===== config.mk =====
export PLATFORM = sky130hd
export DESIGN_NAME = fppf_top
export DESIGN_NICKNAME = d
export VERILOG_FILES = /design/src/logic/fppf_pkg.sv /design/src/logic/fppf_top.sv
export SDC_FILE = /design/constraint.sdc
export NUM_CORES = 1
export LEC_CHECK = 0
export BUFFER_PORTS_ARGS = -buffer_cell sky130_fd_sc_hd__buf_2
export CORE_MARGIN = 3
export CORE_UTILIZATION = 49
export DETAILED_ROUTE_END_ITERATION = 6
export PLACE_DENSITY_LB_ADDON = 0.25
export SLEW_MARGIN = 20
export SYNTH_ARGS = -nofsm -noshare
export SYNTH_HDL_FRONTEND = slang
export SYNTH_SLANG_ARGS = --single-unit

===== constraint.sdc =====
create_clock -name i_ref_clk -period 2.7 [get_ports i_ref_clk]
set_input_delay 0.405 -clock i_ref_clk [delete_from_list [all_inputs] [get_ports i_ref_clk]]
set_output_delay 0.405 -clock i_ref_clk [all_outputs]
set_load 0.01 [all_outputs]

===== src/logic/fppf_pkg.sv =====
// Constants shared by the four-port pin-function logic
`default_nettype none
package fppf_pkg;
	localparam int          PORT_W        = 8;
	// Port 3 secondary-function bit positions
	localparam int          P3_RXD_BIT    = 0;
	localparam int          P3_TXD_BIT    = 1;
	localparam int          P3_IRQ0_BIT   = 2;
	localparam int          P3_IRQ1_BIT   = 3;
	localparam int          P3_CNT0_BIT   = 4;
	localparam int          P3_CNT1_BIT   = 5;
	localparam int          P3_WR_BIT     = 6;
	localparam int          P3_RD_BIT     = 7;
	// Address latch strobe rate: one pulse per six oscillator periods
	localparam int          ALE_DIV       = 6;
	localparam logic [2:0]  ALE_LAST      = 3'h5;
	localparam logic [2:0]  ALE_ZERO      = 3'h0;
	localparam logic [7:0]  LATCH_RST     = 8'hff;
	localparam logic [7:0]  BYTE_ZERO     = 8'h00;
	localparam logic [7:0]  BYTE_ONES     = 8'hff;
endpackage
`default_nettype wire


===== src/logic/fppf_top.sv =====
// Pin-function logic for the four parallel ports
`default_nettype none
// Summary of operation
// - Port 0 is open-drain I/O, multiplexing low address and data on bus cycles.
// - During program verification port 0 drives read-back program data.
// - Port 1 is quasi-bidirectional; programmer supplies low address in verify.
// - Port 2 is quasi-bidirectional and drives high address on external access.
// - Port 3 is bidirectional with pull-ups and dedicated special functions.
// - Port 3 bits 0,1 serial in/out; bits 2,3 external interrupts.
// - Port 3 bits 4,5 counter inputs; bits 6,7 active-low write/read strobes.
// - Port 3 special function works only while its latch holds one.
// - Address latch strobe every six clocks, one skipped per data access.
module fppf_top
	import fppf_pkg::*;
(
	input  wire logic        i_ref_clk,
	input  wire logic        i_rst_n,
	// Core side: port latches and write strobes
	input  wire logic [7:0]  i_p0_latch_d,
	input  wire logic        i_p0_latch_we,
	input  wire logic [7:0]  i_p1_latch_d,
	input  wire logic        i_p1_latch_we,
	input  wire logic [7:0]  i_p2_latch_d,
	input  wire logic        i_p2_latch_we,
	input  wire logic [7:0]  i_p3_latch_d,
	input  wire logic        i_p3_latch_we,
	// Core side: external bus controls
	input  wire logic        i_ext_bus,
	input  wire logic        i_bus_addr_phase,
	input  wire logic        i_bus_drive_data,
	input  wire logic [15:0] i_bus_addr,
	input  wire logic [7:0]  i_bus_wdata,
	input  wire logic        i_xdata_access,
	input  wire logic        i_xdata_wr_n,
	input  wire logic        i_xdata_rd_n,
	input  wire logic        i_serial_tx,
	// Program verification
	input  wire logic        i_verify,
	input  wire logic [7:0]  i_verify_data,
	// Pins
	input  wire logic [7:0]  i_p0_pin,
	output logic      [7:0]  o_p0_pin,
	output logic      [7:0]  o_p0_oe,
	input  wire logic [7:0]  i_p1_pin,
	output logic      [7:0]  o_p1_pin,
	output logic      [7:0]  o_p1_oe,
	output logic      [7:0]  o_p1_pullup,
	input  wire logic [7:0]  i_p2_pin,
	output logic      [7:0]  o_p2_pin,
	output logic      [7:0]  o_p2_oe,
	output logic      [7:0]  o_p2_pullup,
	input  wire logic [7:0]  i_p3_pin,
	output logic      [7:0]  o_p3_pin,
	output logic      [7:0]  o_p3_oe,
	output logic      [7:0]  o_p3_pullup,
	output logic             o_ale,
	// Synchronised pin reads and special-function inputs to the core
	output logic      [7:0]  o_p0_in,
	output logic      [7:0]  o_p1_in,
	output logic      [7:0]  o_p2_in,
	output logic      [7:0]  o_p3_in,
	output logic             o_serial_rx,
	output logic             o_ext_irq_zero_in,
	output logic             o_ext_irq_one_in,
	output logic             o_counter_zero_input,
	output logic             o_counter_one_input
);

	// ---------------------------------------------------------------
	// Port latches
	// ---------------------------------------------------------------
	logic [7:0] p0_latch_q;
	logic [7:0] p1_latch_q;
	logic [7:0] p2_latch_q;
	logic [7:0] p3_latch_q;

	// Latches reset to all ones so quasi pins start as inputs
	always_ff @(posedge i_ref_clk)
	begin
		if (!i_rst_n)
		begin
			p0_latch_q <= LATCH_RST;
			p1_latch_q <= LATCH_RST;
			p2_latch_q <= LATCH_RST;
			p3_latch_q <= LATCH_RST;
		end
		else
		begin
			if (i_p0_latch_we)
				p0_latch_q <= i_p0_latch_d;
			if (i_p1_latch_we)
				p1_latch_q <= i_p1_latch_d;
			if (i_p2_latch_we)
				p2_latch_q <= i_p2_latch_d;
			if (i_p3_latch_we)
				p3_latch_q <= i_p3_latch_d;
		end
	end

	// ---------------------------------------------------------------
	// Pin input synchronisers
	// ---------------------------------------------------------------
	logic [31:0] pin_s1_q;
	logic [31:0] pin_s2_q;

	// Two flops on every pin before any logic sees it
	always_ff @(posedge i_ref_clk)
	begin
		if (!i_rst_n)
		begin
			pin_s1_q <= {4{BYTE_ONES}};
			pin_s2_q <= {4{BYTE_ONES}};
		end
		else
		begin
			pin_s1_q <= {i_p3_pin, i_p2_pin, i_p1_pin, i_p0_pin};
			pin_s2_q <= pin_s1_q;
		end
	end

	assign o_p0_in = pin_s2_q[7:0];
	assign o_p1_in = pin_s2_q[15:8]; // Verify low address arrives here
	assign o_p2_in = pin_s2_q[23:16]; // Verify high address/controls
	assign o_p3_in = pin_s2_q[31:24];

	// Special inputs pass only while the latch bit is one
	assign o_serial_rx = pin_s2_q[24 + P3_RXD_BIT]
		& p3_latch_q[P3_RXD_BIT];
	assign o_ext_irq_zero_in = pin_s2_q[24 + P3_IRQ0_BIT]
		& p3_latch_q[P3_IRQ0_BIT];
	assign o_ext_irq_one_in = pin_s2_q[24 + P3_IRQ1_BIT]
		& p3_latch_q[P3_IRQ1_BIT];
	assign o_counter_zero_input = pin_s2_q[24 + P3_CNT0_BIT]
		& p3_latch_q[P3_CNT0_BIT];
	assign o_counter_one_input = pin_s2_q[24 + P3_CNT1_BIT]
		& p3_latch_q[P3_CNT1_BIT];

	// ---------------------------------------------------------------
	// Port drivers
	// ---------------------------------------------------------------
	logic [7:0] p0_out_d;
	logic [7:0] p0_oe_d;
	logic [7:0] p2_out_d;
	logic [7:0] p3_fn_d;
	logic [7:0] p0_out_q;
	logic [7:0] p0_oe_q;
	logic [7:0] p1_out_q;
	logic [7:0] p2_out_q;
	logic [7:0] p3_out_q;

	// Port 0 source selection
	always_comb
	begin
		if (i_verify)
		begin
			p0_out_d = i_verify_data;
			p0_oe_d  = BYTE_ONES;
		end
		else if (i_ext_bus && i_bus_addr_phase)
		begin
			p0_out_d = i_bus_addr[7:0];
			p0_oe_d  = BYTE_ONES;
		end
		else if (i_ext_bus && i_bus_drive_data)
		begin
			p0_out_d = i_bus_wdata;
			p0_oe_d  = BYTE_ONES;
		end
		else if (i_ext_bus)
		begin
			p0_out_d = BYTE_ZERO; // Bus read: float
			p0_oe_d  = BYTE_ZERO;
		end
		else
		begin
			p0_out_d = BYTE_ZERO; // Open drain: sink zeros only
			p0_oe_d  = ~p0_latch_q;
		end
	end

	// Port 2 emits high address during external cycles
	assign p2_out_d = i_ext_bus ? i_bus_addr[15:8] : p2_latch_q;

	// Port 3 function outputs ANDed with latch
	always_comb
	begin
		p3_fn_d = p3_latch_q;
		p3_fn_d[P3_TXD_BIT] = p3_latch_q[P3_TXD_BIT] & i_serial_tx;
		p3_fn_d[P3_WR_BIT]  = p3_latch_q[P3_WR_BIT] & i_xdata_wr_n;
		p3_fn_d[P3_RD_BIT]  = p3_latch_q[P3_RD_BIT] & i_xdata_rd_n;
	end

	// Output registers for all pin data
	always_ff @(posedge i_ref_clk)
	begin
		if (!i_rst_n)
		begin
			p0_out_q <= BYTE_ZERO;
			p0_oe_q  <= BYTE_ZERO;
			p1_out_q <= LATCH_RST;
			p2_out_q <= LATCH_RST;
			p3_out_q <= LATCH_RST;
		end
		else
		begin
			p0_out_q <= p0_out_d;
			p0_oe_q  <= p0_oe_d;
			p1_out_q <= p1_latch_q;
			p2_out_q <= p2_out_d;
			p3_out_q <= p3_fn_d;
		end
	end

	// Quasi pins: drive only zeros hard, weak pull-up on ones
	assign o_p0_pin    = p0_out_q;
	assign o_p0_oe     = p0_oe_q;
	assign o_p1_pin    = p1_out_q;
	assign o_p1_oe     = ~p1_out_q;
	assign o_p1_pullup = p1_out_q;
	assign o_p2_pin    = p2_out_q;
	assign o_p2_oe     = ~p2_out_q;
	assign o_p2_pullup = p2_out_q;
	assign o_p3_pin    = p3_out_q;
	assign o_p3_oe     = ~p3_out_q; // Low forces pin
	assign o_p3_pullup = p3_out_q;

	// ---------------------------------------------------------------
	// Address latch strobe
	// ---------------------------------------------------------------
	logic [2:0] ale_cnt_q;
	logic       ale_skip_q;
	logic       ale_q;

	// Divide by six; one pulse dropped per external data access
	always_ff @(posedge i_ref_clk)
	begin
		if (!i_rst_n)
		begin
			ale_cnt_q  <= ALE_ZERO;
			ale_skip_q <= 1'b0;
			ale_q      <= 1'b0;
		end
		else
		begin
			ale_cnt_q <= (ale_cnt_q == ALE_LAST) ? ALE_ZERO
				: ale_cnt_q + 3'h1;
			if (ale_cnt_q == ALE_LAST)
			begin
				ale_q      <= !(ale_skip_q || i_xdata_access);
				ale_skip_q <= 1'b0;
			end
			else
			begin
				ale_q <= 1'b0;
				if (i_xdata_access)
					ale_skip_q <= 1'b1;
			end
		end
	end

	assign o_ale = ale_q;

endmodule
`default_nettype wire


### Yosys cells after proc, flatten, opt, wreduce, memory -nomap -nowiden

Cells that the tools add are included.

* register bits: 141
* input port bits: 110
* logic and storage cells: 43

* eq/ne operators: 1
* mux-type cells: 8
* bitwise operators: 13
* reductions and logical operators: 6
* add/sub/neg operators: 1

Operators by type and width (count)
* $mux W8: 8
* $not A8 Y8: 4
* $and A1 B1 Y1: 8
* $add A3 B1 Y3 const B: 1
* $eq A3 B3 Y1 const B: 1
* $logic_and A1 B1 Y1: 2
* $reduce_and A2 Y1: 1
* $reduce_or A2 Y1: 1
* $logic_not A1 Y1: 1
* $logic_or A1 B1 Y1: 1
* $not A1 Y1: 1

### Depth between registers and ports, before layout

Gate-level depths: netlist of the first run.

* depth in word-level cells: 5
* mapped depth: 4
* mapped depth without buffers: 4

### Least setup slack after synthesis of the first run

OpenSTA, ideal clock, no wires.

* kind: input -> register
* start: input i_verify
* end: register p0_oe_q[5], in the netlist o_p0_oe[5]
* stages on the path: 3
* data required time: 2.580 ns
* library setup time: 0.120 ns
* arrival: 1.012 ns
* path buffers: 2
* setup slack: 1.569 ns
* path through: buf_4 > buf_4 > o31a_1

* longest elaborated chain between the ends: 1

RTL lines
* from (decl): RTL line fppf_top.sv:38 `input wire logic i_verify,`
* $mux W8: RTL line fppf_top.sv:154 `if (i_verify)`
* to (signal assigned): RTL line fppf_top.sv:207 `p0_oe_q <= p0_oe_d;`
* to (decl): RTL line fppf_top.sv:146 `logic [7:0] p0_oe_q;`

No other way between the ends.
A chain may end at the register's enable or synchronous reset.

### Worst setup path after layout of the first run

* start: register p3_latch_q[2]
* end: output o_ext_irq_zero_in

* longest elaborated chain between the ends: 1

RTL lines
* from (decl): RTL line fppf_top.sv:75 `logic [7:0] p3_latch_q;`
* from (signal assigned): RTL line fppf_top.sv:96 `p3_latch_q <= i_p3_latch_d;`
* $and A1 B1 Y1: RTL line fppf_top.sv:130 `& p3_latch_q[P3_IRQ0_BIT];`
* to (decl): RTL line fppf_top.sv:63 `output logic o_ext_irq_zero_in,`

No other way between the ends.

==> results.sh, run 1 <==
export IMPL_maxSlewViolCount=0
export IMPL_routed_wl_um=10100
export IMPL_synth_edf_count=0
export IMPL_cts_buffer_depth=2
export IMPL_clk_latency_ps=500
export IMPL_num_rows=35
export IMPL_hold_viol_final=0
export IMPL_met2_usage_pct=33.0
export IMPL_async_flop_share_pct=0
export IMPL_place_ws_ps=1230
export IMPL_fp_dieH_um=106
export IMPL_grt_pass1_vias=3349
export IMPL_clockRootBuffer="clkbuf_8"
export IMPL_numCtsBuffers=17
export IMPL_slew_headroom_pct=58.6
export IMPL_area_growth_syn_to_layout_pct=32.2
export IMPL_r2r_start="ale_cnt_q[1]"
export IMPL_p_sw_uw=1230
export IMPL_p_per_area_nw_per_um2=751
export IMPL_cts_htree_levels=4
export IMPL_grt_use_met1_pct=19.2
export IMPL_dp_hpwl_um=7620
export IMPL_cp_start_kind="flop"
export IMPL_min_path_type="input port to flop"
export IMPL_layout_drive_gt1_share_pct=43.2
export IMPL_top_regs="pin_s1_q: 32 flops, pin_s2_q: 32 flops"
export IMPL_status="finished clean"
export IMPL_antennaDiodeCount=0
export IMPL_ys_seq_elements=141
export IMPL_avgRoutedWirePerCell_um=12.8
export IMPL_routed_via_density=4.43
export IMPL_hp_start="i_p1_pin[0]"
export IMPL_pin_count=236
export IMPL_power_share_clock_pct=44.4
export IMPL_cp_max_fo=3
export IMPL_cp_required_ps=2300
export IMPL_finClkSkew_ps=8.02
export IMPL_syn_mean_instance_area_um2=10.9
export IMPL_synth_cells=444
export IMPL_synth_cell_types=24
export IMPL_synth_main_ff_cell="dfxtp_1"
export IMPL_drv_cap=0
export IMPL_drc=0
export IMPL_rsz0062_at_grt="false"
export IMPL_dieArea_um2=11100
export IMPL_finalSetupViolations=0
export IMPL_synth_nets=556
export IMPL_start_util_pct=51.4
export IMPL_crit_type="flop to output pin"
export IMPL_crit_arrival_ps=1150
export IMPL_ir_drop_uv=407
export IMPL_switching_share_pct=25.4
export IMPL_gr_total_overflow=0
export IMPL_drt_iter0_drc=123
export IMPL_holdBufCountCts=0
export IMPL_cts_resized_gates=0
export IMPL_combinationalPowerShare_pct=9.2
export IMPL_grt_start_max_net_pins=57
export IMPL_grt_busiest_layer="met2"
export IMPL_tns_ps=0
export IMPL_worst_slack_ps=1140
export IMPL_worstMarginPinSlew_ps=621
export IMPL_period_share_pct=57.7
export IMPL_cts_sinks=141
export IMPL_netlist_area_um2=4860
export IMPL_grt_total_usage_pct=18.0
export IMPL_place_area_um2=5860
export IMPL_grt_first_pass_wirelength_um=16000
export IMPL_cts_tree="done"
export IMPL_antenna_found_initial=0
export IMPL_final_area_um2=6420
export IMPL_fmax_ghz=0.641
export IMPL_finalWeightedCongestion=0.779
export IMPL_synth_warnings=0
export IMPL_synth_yosys_seq_area_share_pct=58.1
export IMPL_final_nets=763
export IMPL_crit_start="p3_latch_q[2]"
export IMPL_endpoint_kind="output pin"
export IMPL_fin_crit_ps=1560
export IMPL_slowest_delay_ps=390
export IMPL_fillers=791
export IMPL_grtUsageMet3_pct=6.92
export IMPL_io_buffers=235
export IMPL_hold_ws_ps=68.5
export IMPL_via_count=3514
export IMPL_core_area_um2=9460
export IMPL_ant_nets=0
export IMPL_p_int_uw=3600
export IMPL_cts_reportedPaths_clkPinSlew_ps=70
export IMPL_path_cells="and2_1, buf_2"
export IMPL_die_w_um=106
export IMPL_postCtsSetupRepairBufs=0
export IMPL_power_frac_seq_pct=46.3
export IMPL_dr_pass1_iters=4
export IMPL_leakagePower_uw=0.00320
export IMPL_slowest_stage="dfxtp_1"
[critical path, delay by kind of cell (launching register included)]
family | cells | cell delay, ps
DFF | 1 | 390
and+or+nand+nor | 1 | 140
buffers and inverters | 1 | 120
[cell type report]
| class | count | area, um^2 | area share (%) |
|---|---|---|---|
| Sequential cell | 141 | 2820 | 44.0 |
| Multi-Input combinational cell | 221 | 1550 | 24.1 |
| Timing Repair Buffer | 237 | 1210 | 18.8 |
| Clock buffer | 18 | 418 | 6.51 |
| Tap cell | 129 | 161 | 2.51 |
| Clock inverter | 14 | 143 | 2.22 |
| Inverter | 33 | 124 | 1.93 |
[metal layers]
metal	share of wire, %	routed length, um	vias to the layer above
met2	53	5390	143
met4	0.85	86	0
met3	8.2	830	10
met1	38	3830	1568
met5	0	0	-
li1	-	-	1793
[per-stage QoR]
step                      total power (uW)  util [%]  cells
after floorplan                       2560         -    444
after global placement                2720      62.0    761
after detailed placement              2730      62.0    761
after CTS                             4890      67.9    793
after global routing                  5040      67.9    793
final                                 4830      67.9    793
[worst paths after layout]
kind	end	slack, ps	cells past startpoint
min	pin_s1_q[8]	70	2
max	o_ext_irq_zero_in	1140	2
min reg2reg	pin_s2_q[28]	400	1
max reg2reg	ale_cnt_q[2]	1690	4
[cell usage after synthesis, types with 8 or more instances]
library cell	instances	area share (%)
nor2_1	12	0.93
inv_1	33	2.5
a21oi_2	8	1.4
nand2b_1	77	9.9
a221oi_2	8	2.5
o31a_1	8	1.4
dfxtp_1	141	58
buf_4	30	4.6
buf_6	8	1.9
nand3b_1	8	1.2
mux2i_1	40	8.2
nand2_1	46	3.6
[cells in the final DEF, fill, tap and decap left out, types with 2 or more instances in the layout]
cell type / n
inv_6: 5
clkinv_4: 3
clkbuf_16: 16
inv_8: 5
o31a_1: 8
nand3b_1: 8
nand2_1: 46
a221oi_2: 8
nand2b_1: 77
and2_1: 5
ha_1: 2
dfxtp_1: 141
nor2_1: 12
mux2i_1: 40
buf_2: 234
a21oi_2: 8
inv_1: 33
buf_4: 2
[cell families after synthesis]
family	Yosys count	synth area share [%]
AND/OR/NAND/NOR	151	16.7
multiplexers	40	8.24
AO/OA/AOI/OAI	28	6.36
flip-flops	141	58.1
buffers and inverters	82	10.1
adder cells (fa/ha/maj)	2	0.515
[power by group through the flow]
stage | logic [uW] | registers (uW) | clock network [uW]
CTS | 453 | 2240 | 2200
global placement | 442 | 2280 | 0
detailed placement | 451 | 2280 | 0
finish | 445 | 2240 | 2140
global route | 493 | 2250 | 2300
floorplan | 258 | 2300 | 0
No activity file was read; power rests on OpenSTA's default activity.
==> inputs of run 2 (changes only) <==
--- a/config.mk
+++ b/config.mk
@@ -7,7 +7,7 @@
 export LEC_CHECK = 0
 export BUFFER_PORTS_ARGS = -buffer_cell sky130_fd_sc_hd__buf_2
 export CORE_MARGIN = 3
-export CORE_UTILIZATION = 49
+export CORE_UTILIZATION = 46
 export DETAILED_ROUTE_END_ITERATION = 6
 export PLACE_DENSITY_LB_ADDON = 0.25
 export SLEW_MARGIN = 20
==> constraint.sdc (replaced) <==
create_clock -name i_ref_clk -period 1.51 [get_ports i_ref_clk]
set_input_delay 0.2265 -clock i_ref_clk [delete_from_list [all_inputs] [get_ports i_ref_clk]]
set_output_delay 0.2265 -clock i_ref_clk [all_outputs]
set_load 0.01 [all_outputs]
==> run 2 against run 1 <==
  * Cell count rose by 12%
  * Total power rose by 86%
  * Sequential share of layout area fell by 5.7 points
  * Setup slack got worse by 970 ps
  * First-iteration DRC count rose by 24%
  * Cell area rose by 15%
  * Register-to-register slack got worse by 1200 ps
  * Combinational power rose by 130%
  * Wire length rose by 17%
  * Critical endpoint is now o_counter_one_input
  * Highest routed layer is now met5
==> results.sh, run 2 (synthesis gave the netlist of run 1 again) <==
export IMPL_slowest_delay_ps=340
export IMPL_drt_iter0_drc=152
export IMPL_grt_total_usage_pct=20.3
export IMPL_finalWeightedCongestion=0.747
export IMPL_core_area_um2=10000
export IMPL_cts_sinks=141
export IMPL_combinationalPowerShare_pct=11.3
export IMPL_finClkSkew_ps=8.62
export IMPL_whs_endpoint="o_p0_pin[5]"
export IMPL_period_share_pct=88.7
export IMPL_top_regs="pin_s1_q: 32 flops, pin_s2_q: 32 flops"
export IMPL_grt_pass1_vias=3859
export IMPL_p_per_area_nw_per_um2=1210
export IMPL_clk_latency_ps=510
export IMPL_leakagePower_uw=0.00360
export IMPL_layout_drive_gt1_share_pct=37.9
export IMPL_p_sw_uw=1990
export IMPL_num_rows=36
export IMPL_slew_headroom_pct=58.9
export IMPL_fillers=680
export IMPL_power_frac_seq_pct=44.7
export IMPL_min_path_cells=3
export IMPL_ant_nets=0
export IMPL_dp_hpwl_um=7940
export IMPL_hold_ws_ps=24.9
export IMPL_via_count=3903
export IMPL_slowest_stage="dfxtp_1"
export IMPL_worstMarginPinSlew_ps=616
export IMPL_p_int_uw=6970
export IMPL_antennaDiodeCount=0
export IMPL_crit_arrival_ps=1110
export IMPL_reg2reg_depth=4
export IMPL_ir_drop_uv=657
export IMPL_start_util_pct=48.6
export IMPL_grt_first_pass_wirelength_um=18400
export IMPL_dr_pass1_iters=4
export IMPL_clockRootBuffer="clkbuf_8"
export IMPL_dieArea_um2=11800
export IMPL_endpoint_kind="output pin"
export IMPL_hp_start="i_bus_wdata[5]"
export IMPL_switching_share_pct=22.2
export IMPL_power_share_clock_pct=44.0
export IMPL_min_path_type="input port to flop"
export IMPL_cp_required_ps=1280
export IMPL_grt_start_max_net_pins=49
export IMPL_cts_htree_levels=4
export IMPL_final_common_cell="buf_2"
export IMPL_cts_reportedPaths_clkPinSlew_ps=60
export IMPL_numCtsBuffers=17
export IMPL_cts_tree="done"
export IMPL_antenna_found_initial=1
export IMPL_final_nets=855
export IMPL_cts_resized_gates=0
export IMPL_fin_crit_ps=1340
export IMPL_die_w_um=109
export IMPL_routed_wl_um=11900
export IMPL_gr_total_overflow=0
export IMPL_cp_start_kind="flop"
export IMPL_avgRoutedWirePerCell_um=13.4
export IMPL_hold_viol_final=0
export IMPL_path_cells="and2_1, buf_2"
export IMPL_fmax_ghz=0.747
export IMPL_r2r_end="ale_cnt_q[2]"
export IMPL_r2r_start="ale_cnt_q[1]"
export IMPL_cp_max_fo=3
export IMPL_rrSetupSlack_ps=540
export IMPL_drc=0
export IMPL_status="finished clean"
export IMPL_maxSlewViolCount=0
export IMPL_crit_type="flop to output pin"
export IMPL_postCtsSetupRepairBufs=0
export IMPL_cts_buffer_depth=2
export IMPL_routed_via_density=4.40
export IMPL_rsz0062_at_grt="false"
export IMPL_tns_ps=0
export IMPL_pin_count=236
export IMPL_area_growth_syn_to_layout_pct=51.9
export IMPL_drv_cap=0
export IMPL_final_cell_mix="buf_2, dfxtp_1, dlygate4sd3_1, nand2b_1, nand2_1"
export IMPL_io_buffers=235
export IMPL_finalSetupViolations=0
export IMPL_fp_dieH_um=109
==> run 2: changes by cell type in the layout (fill, tap and decap cells not counted), moves of 2 or more <==
cell	previous run	this run
inv_6	5	0
clkinv_2	0	5
buf_12	1	3
bufinv_16	0	3
clkinvlp_4	0	2
inv_8	5	0
dlygate4sd3_1	0	91
==> run 2: cell type report <==
type	count	area, um^2	area share (%)
timing repair buffer	329	2150	29.1
tap	133	166	2.26
inverter	33	124	1.68
sequential	141	2820	38.3
multi-input combinational	221	1550	21.0
clock buffer	19	422	5.71
clock inverter	12	148	2.00
==> run 2: layer usage <==
metal | global-route usage [%] | part of all wire (%)
met1 | 21.0 | 37
met4 | 7.57 | 1.5
met2 | 37.5 | 54
met3 | 7.05 | 7.7
met5 | 0 | 0.17
==> run 2: through the flow <==
stage | utilization, % | power, uW | cell area (um^2) | instances | setup slack, ps
3_3_place_gp | 59.0 | 4880 | 5900 | 766 | 333
4_1_cts | 73.8 | 9050 | 7380 | 888 | 138
5_1_grt | 73.8 | 9330 | 7380 | 888 | 92.1
6_report | 73.8 | 8960 | 7380 | 888 | 171
2_1_floorplan | - | 4580 | 4860 | 444 | 557
3_5_place_dp | 59.0 | 4900 | 5900 | 766 | 266
==> run 2: worst max-delay path by stage <==
stage                     cells after the start     startpoint  slack, ps             endpoint
after floorplan                               3       i_verify        560           o_p0_oe[5]
after global placement                        3       i_verify        330          o_p0_pin[0]
after detailed placement                      3       i_verify        270          o_p0_pin[5]
after CTS                                     2  p3_latch_q[2]        140    o_ext_irq_zero_in
after global routing                          2  p3_latch_q[2]         90    o_ext_irq_zero_in
final                                         2  p3_latch_q[5]        170  o_counter_one_input
==> run 2: power groups by stage <==
stage / sequential, uW / combinational, uW / clock, uW
after floorplan: 4120 / 461 / 0
after global placement: 4080 / 802 / 0
after detailed placement: 4080 / 820 / 0
after CTS: 4000 / 1010 / 4030
after global routing: 4030 / 1110 / 4190
final: 4010 / 1010 / 3940
==> run 2: worst max-delay path: cells and delay by family (launching register included) <==
| family | cells | cell delay [ps] |
|---|---|---|
| flops | 1 | 340 |
| buf+inv | 1 | 130 |
| simple gates | 1 | 130 |
==> run 2: timing repair <==
item                                   CTS  global route
endpoints found under the hold margin   84             0
setup endpoints to repair                0             0
hold buffers                            91             0
